**config.mk**
```make
export PLATFORM = sky130hd
export DESIGN_NAME = ssv_supervisor
export DESIGN_NICKNAME = d
export VERILOG_FILES = /design/src/hw/ssv_pkg.sv /design/src/hw/ssv_supervisor.sv
export SDC_FILE = /design/constraint.sdc
export NUM_CORES = 1
export LEC_CHECK = 0
export BUFFER_PORTS_ARGS = -buffer_cell sky130_fd_sc_hd__buf_2
export CAP_MARGIN = 20
export CORE_MARGIN = 4
export CORE_UTILIZATION = 45
export CTS_BUF_LIST = sky130_fd_sc_hd__clkbuf_8
export DETAILED_ROUTE_END_ITERATION = 12
export GPL_TIMING_DRIVEN = 0
export SYNTH_ARGS = -nofsm -noshare
export SYNTH_HDL_FRONTEND = slang
export SYNTH_SLANG_ARGS = --single-unit
export TNS_END_PERCENT = 30
```
**constraint.sdc**
```tcl
create_clock -name pclk -period 4.1 [get_ports pclk]
set_input_delay 0.205 -clock pclk [delete_from_list [all_inputs] [get_ports pclk]]
set_output_delay 0.205 -clock pclk [all_outputs]
set_load 0.02 [all_outputs]
```
**src/hw/ssv_pkg.sv**
```systemverilog
// Constants shared by the supply supervisor and chip-enable gate
package ssv_pkg;

  // Clock rate
  localparam int unsigned CLK_KHZ = 250000;

  // Times in their own units
  localparam int unsigned RST_HOLD_MS = 140;
  localparam int unsigned WD_TIMEOUT_MS = 1000;
  localparam int unsigned CE_HOLD_NS = 1000;
  localparam int unsigned DEB_US = 10;

  // Cycle counts derived from the times (least times round up)
  localparam int unsigned RST_HOLD_CYC = RST_HOLD_MS * CLK_KHZ;
  localparam int unsigned WD_TIMEOUT_CYC = WD_TIMEOUT_MS * CLK_KHZ;
  localparam int unsigned CE_HOLD_CYC = (CE_HOLD_NS * CLK_KHZ + 999999) / 1000000;
  localparam int unsigned DEB_CYC = (DEB_US * CLK_KHZ + 999) / 1000;

  // Counter widths
  localparam int unsigned CE_CNT_W = 8;
  localparam int unsigned DEB_CNT_W = 12;
  localparam logic [CE_CNT_W-1:0] CE_HOLD_LAST = CE_CNT_W'(CE_HOLD_CYC - 1);
  localparam logic [DEB_CNT_W-1:0] DEB_LAST = DEB_CNT_W'(DEB_CYC - 1);

  // Synchronised input vector
  localparam int unsigned N_IN = 7;
  localparam int unsigned IN_SUP_LOW = 0;
  localparam int unsigned IN_BELOW_CELL = 1;
  localparam int unsigned IN_MR = 2;
  localparam int unsigned IN_AUX_LOW = 3;
  localparam int unsigned IN_PF_LOW = 4;
  localparam int unsigned IN_WDI = 5;
  localparam int unsigned IN_CE = 6;
  localparam logic [N_IN-1:0] SYNC_RST = 7'h45;

  // Register map
  localparam int unsigned ADDR_W = 12;
  localparam logic [ADDR_W-1:0] CTRL_OFS = 12'h000;
  localparam logic [ADDR_W-1:0] STATUS_OFS = 12'h004;

  // Control fields
  localparam int unsigned CTRL_WD_EN = 0;
  localparam int unsigned CTRL_FORCE = 1;
  localparam logic [1:0] CTRL_RST = 2'h1;

  // Status fields
  localparam int unsigned ST_RESET = 0;
  localparam int unsigned ST_BACKUP = 1;
  localparam int unsigned ST_PFO = 2;
  localparam int unsigned ST_SUP_LOW = 3;
  localparam int unsigned ST_MR = 4;
  localparam int unsigned ST_AUX = 5;
  localparam int unsigned ST_POWERED = 6;
  localparam int unsigned ST_CE_LO = 7;

  typedef enum logic [1:0] {
    CE_PASS = 2'b00,
    CE_FINISH = 2'b01,
    CE_BLOCK = 2'b10
  } ssv_ce_state_t;

endpackage

```
**src/hw/ssv_supervisor.sv**
```systemverilog
// Reset supervisor, watchdog, battery-backup decision and chip-enable gate
// How it works
// - Outside reset, chip-enable output follows chip-enable input.
// - Enable idle at reset onset keeps output high for the whole reset.
// - Enable active at reset onset stays low 1us, then forced high.
// - Blocked chip-enable output is driven high, never released.
// - Backup mode needs supply below threshold and below the cell.
// - Backup mode holds reset and flag, ignores inputs, blocks enable, warns.
// - Nothing starts until the main supply has once been valid.
// - Manual reset low asserts reset, held 140ms after release.
// - Manual reset input is debounced internally.
// - Any kick edge, or 100ns pulse, restarts the watchdog.
// - Kick static past timeout gives a reset pulse of hold length.
// - Watchdog clears while reset is asserted and on every kick edge.
// - Static kick repeats the reset pulse every timeout.
// - Backup flag is push-pull high exactly during backup mode.
// - Auxiliary comparator low asserts reset.
// - Power-fail comparator low drives the warning output low.
// - Supply below threshold forces the warning low.
// - Supply below threshold holds reset, then 140ms after recovery.
// - Reset and warning outputs share one push-pull/open-drain variant.
//
// Our own choices: the register offsets and the APB slave port.
`timescale 1ns/1ps
module ssv_supervisor #(
  parameter int unsigned HOLD_CYC = ssv_pkg::RST_HOLD_CYC,
  parameter int unsigned WD_CYC = ssv_pkg::WD_TIMEOUT_CYC,
  parameter bit OPEN_DRAIN = 1'b0
) (
  input wire logic pclk,
  input wire logic presetn,
  input wire logic clk_en,
  input wire logic psel,
  input wire logic penable,
  input wire logic pwrite,
  input wire logic [ssv_pkg::ADDR_W-1:0] paddr,
  input wire logic [31:0] pwdata,
  output logic [31:0] prdata,
  output logic pready,
  output logic pslverr,
  input wire logic supply_low,
  input wire logic supply_below_cell,
  input wire logic manual_reset_n,
  input wire logic aux_supply_sense,
  input wire logic power_fail_sense,
  input wire logic watchdog_kick_in,
  input wire logic chip_enable_in_n,
  output logic chip_enable_out_n,
  output logic backup_mode_flag,
  output logic reset_out_n,
  output logic reset_oe_n,
  output logic power_fail_warn_n,
  output logic power_fail_oe_n
);

  // Synchroniser, three stages, value taken when stages two and three agree
  logic [ssv_pkg::N_IN-1:0] s1_r, s2_r, s3_r, cln_r;
  wire [ssv_pkg::N_IN-1:0] raw_w = {chip_enable_in_n, watchdog_kick_in, power_fail_sense,
    aux_supply_sense, manual_reset_n, supply_below_cell, supply_low};
  wire [ssv_pkg::N_IN-1:0] agree_w = ~(s2_r ^ s3_r);
  wire [ssv_pkg::N_IN-1:0] cln_nxt = (s3_r & agree_w) | (cln_r & ~agree_w);

  always_ff @(posedge pclk or negedge presetn) begin
    if (!presetn) begin
      s1_r <= ssv_pkg::SYNC_RST;
      s2_r <= ssv_pkg::SYNC_RST;
      s3_r <= ssv_pkg::SYNC_RST;
      cln_r <= ssv_pkg::SYNC_RST;
    end else if (clk_en) begin
      s1_r <= raw_w;
      s2_r <= s1_r;
      s3_r <= s2_r;
      cln_r <= cln_nxt;
    end
  end

  wire sup_low_w = cln_r[ssv_pkg::IN_SUP_LOW];
  wire below_cell_w = cln_r[ssv_pkg::IN_BELOW_CELL];
  wire aux_low_w = cln_r[ssv_pkg::IN_AUX_LOW];
  wire pf_low_w = cln_r[ssv_pkg::IN_PF_LOW];
  wire wdi_w = cln_r[ssv_pkg::IN_WDI];
  wire ce_in_w = cln_r[ssv_pkg::IN_CE];

  // Power-up latch: a cell alone never starts the part
  logic powered_r;
  always_ff @(posedge pclk or negedge presetn) begin
    if (!presetn) begin
      powered_r <= 1'b0;
    end else if (clk_en && !sup_low_w) begin
      powered_r <= 1'b1;
    end
  end

  wire backup_w = powered_r & sup_low_w & below_cell_w;

  // Manual reset debounce: a level must stand for the whole interval
  logic mr_db_r;
  logic [ssv_pkg::DEB_CNT_W-1:0] deb_cnt_r;
  wire mr_diff_w = cln_r[ssv_pkg::IN_MR] != mr_db_r;
  wire deb_done_w = mr_diff_w && (deb_cnt_r == ssv_pkg::DEB_LAST);

  always_ff @(posedge pclk or negedge presetn) begin
    if (!presetn) begin
      mr_db_r <= 1'b1;
      deb_cnt_r <= '0;
    end else if (clk_en) begin
      deb_cnt_r <= (mr_diff_w && !deb_done_w) ? deb_cnt_r + 1'b1 : '0;
      if (deb_done_w) begin
        mr_db_r <= cln_r[ssv_pkg::IN_MR];
      end
    end
  end

  // Control register fields
  logic [1:0] ctrl_r;
  wire wd_en_w = ctrl_r[ssv_pkg::CTRL_WD_EN];
  wire force_w = ctrl_r[ssv_pkg::CTRL_FORCE];

  // Watchdog
  logic [31:0] wd_cnt_r;
  logic wdi_prev_r;
  logic rst_r;
  wire kick_w = wdi_w != wdi_prev_r;
  wire wd_fire_w = wd_en_w && !rst_r && !kick_w && !backup_w && (wd_cnt_r == WD_CYC - 1);
  wire wd_clr_w = rst_r || kick_w || !wd_en_w || backup_w || wd_fire_w;

  always_ff @(posedge pclk or negedge presetn) begin
    if (!presetn) begin
      wd_cnt_r <= '0;
      wdi_prev_r <= 1'b0;
    end else if (clk_en) begin
      wdi_prev_r <= wdi_w;
      // Clearing on reset is what makes a static kick repeat pulses
      wd_cnt_r <= wd_clr_w ? '0 : wd_cnt_r + 1'b1;
    end
  end

  // Reset hold timer
  logic [31:0] hold_cnt_r;
  wire mr_cause_w = !mr_db_r && !backup_w;
  wire aux_cause_w = aux_low_w && !backup_w;
  wire cause_w = !powered_r || sup_low_w || mr_cause_w || aux_cause_w || force_w ||
    wd_fire_w;
  wire [31:0] hold_nxt = cause_w ? '0 :
    (hold_cnt_r != HOLD_CYC) ? hold_cnt_r + 1'b1 : hold_cnt_r;
  wire rst_nxt = cause_w || (hold_nxt != HOLD_CYC);

  always_ff @(posedge pclk or negedge presetn) begin
    if (!presetn) begin
      hold_cnt_r <= '0;
      rst_r <= 1'b1;
    end else if (clk_en) begin
      hold_cnt_r <= hold_nxt;
      rst_r <= rst_nxt;
    end
  end

  // Chip-enable gate
  ssv_pkg::ssv_ce_state_t ce_state_r, ce_state_nxt;
  logic [ssv_pkg::CE_CNT_W-1:0] ce_cnt_r;

  always_comb begin
    ce_state_nxt = ce_state_r;
    case (ce_state_r)
      ssv_pkg::CE_PASS: begin
        if (backup_w) begin
          ce_state_nxt = ssv_pkg::CE_BLOCK;
        end else if (rst_nxt) begin
          ce_state_nxt = ce_in_w ? ssv_pkg::CE_BLOCK : ssv_pkg::CE_FINISH;
        end
      end
      ssv_pkg::CE_FINISH: begin
        if (backup_w || ce_cnt_r == ssv_pkg::CE_HOLD_LAST) begin
          ce_state_nxt = ssv_pkg::CE_BLOCK;
        end
      end
      ssv_pkg::CE_BLOCK: begin
        if (!rst_nxt) begin
          ce_state_nxt = ssv_pkg::CE_PASS;
        end
      end
      default: ce_state_nxt = ssv_pkg::CE_BLOCK;
    endcase
  end

  // Blocked path drives high, never floats
  wire ce_out_nxt = (ce_state_nxt == ssv_pkg::CE_PASS) ? ce_in_w :
    (ce_state_nxt == ssv_pkg::CE_FINISH) ? 1'b0 : 1'b1;

  always_ff @(posedge pclk or negedge presetn) begin
    if (!presetn) begin
      ce_state_r <= ssv_pkg::CE_BLOCK;
      ce_cnt_r <= '0;
      chip_enable_out_n <= 1'b1;
    end else if (clk_en) begin
      ce_state_r <= ce_state_nxt;
      ce_cnt_r <= (ce_state_r == ssv_pkg::CE_FINISH && ce_state_nxt == ssv_pkg::CE_FINISH) ?
        ce_cnt_r + 1'b1 : '0;
      chip_enable_out_n <= ce_out_nxt;
    end
  end

  // Pin drivers; open-drain only pulls low and releases otherwise
  wire pfo_low_nxt = sup_low_w || pf_low_w;

  always_ff @(posedge pclk or negedge presetn) begin
    if (!presetn) begin
      reset_out_n <= 1'b0;
      reset_oe_n <= 1'b0;
      power_fail_warn_n <= 1'b0;
      power_fail_oe_n <= 1'b0;
      backup_mode_flag <= 1'b0;
    end else if (clk_en) begin
      reset_out_n <= OPEN_DRAIN ? 1'b0 : !rst_nxt;
      reset_oe_n <= OPEN_DRAIN ? !rst_nxt : 1'b0;
      power_fail_warn_n <= OPEN_DRAIN ? 1'b0 : !pfo_low_nxt;
      power_fail_oe_n <= OPEN_DRAIN ? !pfo_low_nxt : 1'b0;
      backup_mode_flag <= backup_w;
    end
  end

  // APB slave: one wait state, answer registered
  wire acc_w = psel && penable;
  wire hit_ctrl_w = paddr == ssv_pkg::CTRL_OFS;
  wire hit_stat_w = paddr == ssv_pkg::STATUS_OFS;
  wire bad_w = !(hit_ctrl_w || (hit_stat_w && !pwrite));
  wire wr_ctrl_w = acc_w && pready && pwrite && hit_ctrl_w;
  wire [31:0] status_w = {24'h000000, ce_state_r == ssv_pkg::CE_FINISH, powered_r,
    aux_low_w, !mr_db_r, sup_low_w, pfo_low_nxt, backup_w, rst_r};
  wire [31:0] rdata_w = hit_ctrl_w ? {30'h00000000, ctrl_r} :
    hit_stat_w ? status_w : 32'h00000000;

  always_ff @(posedge pclk or negedge presetn) begin
    if (!presetn) begin
      pready <= 1'b0;
      pslverr <= 1'b0;
      prdata <= 32'h00000000;
      ctrl_r <= ssv_pkg::CTRL_RST;
    end else if (clk_en) begin
      pready <= acc_w && !pready;
      pslverr <= acc_w && !pready && bad_w;
      prdata <= (acc_w && !pready && !pwrite) ? rdata_w : 32'h00000000;
      if (wr_ctrl_w) begin
        ctrl_r <= pwdata[1:0];
      end
    end
  end

  // Checks
  wire rst_lvl_w = reset_oe_n ? 1'b1 : reset_out_n;
  wire pfo_lvl_w = power_fail_oe_n ? 1'b1 : power_fail_warn_n;
endmodule // ssv_supervisor

```
==> flow_summary.json <==
{
  "status": "finished, final reports clean",
  "cp-start-kind": "flop",
  "timing.final.crit_share": 0.872,
  "die_y_um": 136,
  "grt_pass1_vias": 5962,
  "drt-initial-drc-count": 405,
  "root_buffer": "clkbuf_8",
  "diodes": 0,
  "die-area_um2": 18400,
  "post-place-ws_ns": 0.529,
  "num-nets-final": 944,
  "nFillCells": 1456,
  "dr.pass1.iters": 5,
  "min_path_type": "in -> reg",
  "wl_per_cell_um": 16.5,
  "ioPinCount": 97,
  "track_usage": 0.207,
  "cpPeakStageDelay_ns": 0.65,
  "drive_above_1_share": 0.185,
  "setup_ws_ns": 0.525,
  "syn-instance-count": 786,
  "yosysUniqueCellTypes": 62,
  "ys_seq_area_frac": 0.459,
  "arrival_ns": 3.89,
  "path_class": "reg -> reg",
  "core-area_um2": 15900,
  "maxCapViolCount": 0,
  "seqCellArea_um2": 3370,
  "synth-seq-cells": 134,
  "clock.fmax_mhz": 280,
  "period_minus_slack_ns": 3.58,
  "syn_to_final_growth_pct": 15.1,
  "cts_made_buffers": 17,
  "htree_levels": 4,
  "critPathSlowestCell": "o21ai_1",
  "cp-end-kind": "flop",
  "viasPerCell": 5.45,
  "finalPower_uw": 3080,
  "tns_ns": 0,
  "die_x_um": 136,
  "placement_rows": 46,
  "hold_viol": 0,
  "ant_nets": 0,
  "clkTransAtPathRegs_ns": 0.09,
  "synth_flop_cell": "dfrtp_1",
  "p_leak_uw": 0.00356,
  "slew_headroom": 0.504,
  "ys_warn_count": 0,
  "p_per_area_nw_per_um2": 364,
  "clock_latency_ns": 0.45,
  "antenna_found_initial": 0,
  "route.detailed.drc": 0,
  "ctsResizeCount": 0,
  "multiInputGateArea_um2": 3610,
  "slew_viol_final": 0,
  "finClkSkew_ns": 0.00919,
  "cp.required_ns": 4.41,
  "tightest_slew_ns": 0.740,
  "avgSynthCellArea_um2": 9.35,
  "grt_pass1_wl_um": 30300,
  "cp_max_fo": 10,
  "routed_wirelength_um": 18300,
  "reg2regPathDepth": 9,
  "clk_path_buf_depth": 2,
  "rsz0062_at_grt": "false",
  "ir_drop_mv": 0.331,
  "report.final.setup_viol": 0,
  "grt_start_max_net_pins": 75,
  "syn_area_um2": 7350,
  "via_count": 6050,
  "cts_sinks": 134,
  "hold_depth": 3,
  "async_flop_share": 1.00,
  "initial_core_util": 0.461,
  "io_buffers": 40,
  "cts_tree": "done",
  "synth_edf_count": 0,
  "gr-total-overflow": 0,
  "dp_hpwl_um": 12900,
  "crit_chain": "clkbuf_1, or4_1, nor4_1, nand4_1, o21ai_1, or2_2, buf_2, buf_1, o31ai_1",
  "gp_routability_congestion": 0.921
}
## report_power, final
part / leakage [uW] / switching [uW] / total (uW) / internal [uW]
combinational: 0.00159 / 228 / 386 / 159
clock: 0.000208 / 598 / 1160 / 566
sequential: 0.00177 / 90.6 / 1530 / 1440
total: 0.00356 / 917 / 3080 / 2170
## cells by family after synthesis
logic type / Yosys count / share of synthesized area
and+or+nand+nor: 320 / 0.233
AOI/OAI and AO/OA: 156 / 0.133
DFF: 134 / 0.459
buffers and inverters: 92 / 0.0625
xor gates and xnor gates: 46 / 0.0548
muxes: 31 / 0.0466
adders and majority gates: 6 / 0.0102
other: 1 / 0.000510
## Yosys cell counts, types with 7 or more instances
master | count | share of area
nor2b_1 | 9 | 0.0077
nor4_1 | 17 | 0.014
nand4_1 | 24 | 0.020
clkbuf_1 | 30 | 0.015
nor2_1 | 72 | 0.037
and3_1 | 18 | 0.015
nand2_1 | 71 | 0.036
inv_1 | 25 | 0.013
buf_2 | 7 | 0.0048
or3_1 | 9 | 0.0077
xnor2_1 | 25 | 0.030
nor3_1 | 15 | 0.010
nand3_1 | 33 | 0.022
o2bb2ai_1 | 9 | 0.011
xor2_1 | 21 | 0.025
buf_4 | 26 | 0.027
dfstp_2 | 17 | 0.061
dfrtp_1 | 117 | 0.40
o31ai_1 | 15 | 0.015
o21ai_0 | 75 | 0.051
and4_1 | 7 | 0.0083
o41ai_1 | 10 | 0.012
a21oi_1 | 21 | 0.014
mux2_2 | 26 | 0.040
nand2b_1 | 11 | 0.0094
## worst paths after layout
path	from	endpoint	slack [ns]
max in group asynchronous	presetn	mr_db_r	3.00
worst max register to register	wd_cnt_r[11]	hold_cnt_r[10]	0.52
min in group asynchronous	presetn	hold_cnt_r[19]	0.29
worst min register to register	prdata[2]	prdata[2]	0.49
worst min-delay path	pwrite	pslverr	0.08
worst max-delay path	wd_cnt_r[11]	hold_cnt_r[10]	0.52
## per-layer routing
layer  part of all wire  GRT usage
met1               0.46      0.286
met2               0.48      0.329
met3              0.049     0.0487
met4              0.014     0.0538
met5                  0          0
## layout make-up
cell class | count | share of cell area
clock inverters | 15 | 0.0213
multi-input cells | 585 | 0.427
repair buffers | 51 | 0.0395
clock buffers | 17 | 0.0277
plain buffers | 67 | 0.0432
flip-flops and latches | 134 | 0.399
inverters | 25 | 0.0111
well taps | 216 | 0.0319
## repair_timing
action,4_1_cts,5_1_grt
endpoints found under the hold margin,69,0
setup endpoints to repair,0,0
hold buffers,10,0
buffers inserted,0,0
## metrics by stage
| stage | hold WS [ns] | cell area, um2 | std cells | utilization |
|---|---|---|---|---|
| finish | 0.0790 | 8460 | 1110 | 0.531 |
| global route | 0.0582 | 8460 | 1110 | 0.531 |
| CTS | 0.0544 | 8460 | 1110 | 0.531 |
| detailed placement | 0.231 | 7950 | 1068 | 0.499 |
| global placement | 0.437 | 7910 | 1067 | 0.496 |
| floorplan | -0.0906 | 7440 | 811 | - |
## registers in the layout (all words and copies together), names as in the netlist, named ones only
| signal | count |
|---|---|
| pslverr | 1 |
| rst_r | 1 |
| deb_cnt_r | 12 |
| s2_r | 7 |
| wdi_prev_r | 1 |
| power_fail_warn_n | 1 |
| mr_db_r | 1 |
| reset_out_n | 1 |
| hold_cnt_r | 32 |
| ce_state_r | 2 |
| s3_r | 7 |
| chip_enable_out_n | 1 |
| ce_cnt_r | 8 |
| backup_mode_flag | 1 |
| pready | 1 |
| s1_r | 7 |
| powered_r | 1 |
| ctrl_r | 2 |
| wd_cnt_r | 32 |
| prdata | 8 |
## cells in the final DEF (no fill, tap or decap), drive strengths merged, types with 18 or more instances in the layout
cell,count
mux2,26
conb,26
xnor2,25
o21ai,76
nand2,71
a21oi,21
xor2,21
nand3,35
clkbuf,47
nand4,25
buf,78
inv,34
and3,18
nor2,72
nor4,18
dfrtp,117
## critical path, delay by kind of cell (launching register included)
kind | cells | cell delay, ns
simple gates | 4 | 1.32
flops | 1 | 0.36
buf+inv | 3 | 0.95
compound gates | 2 | 0.81
No activity file was read; power rests on OpenSTA's default activity.
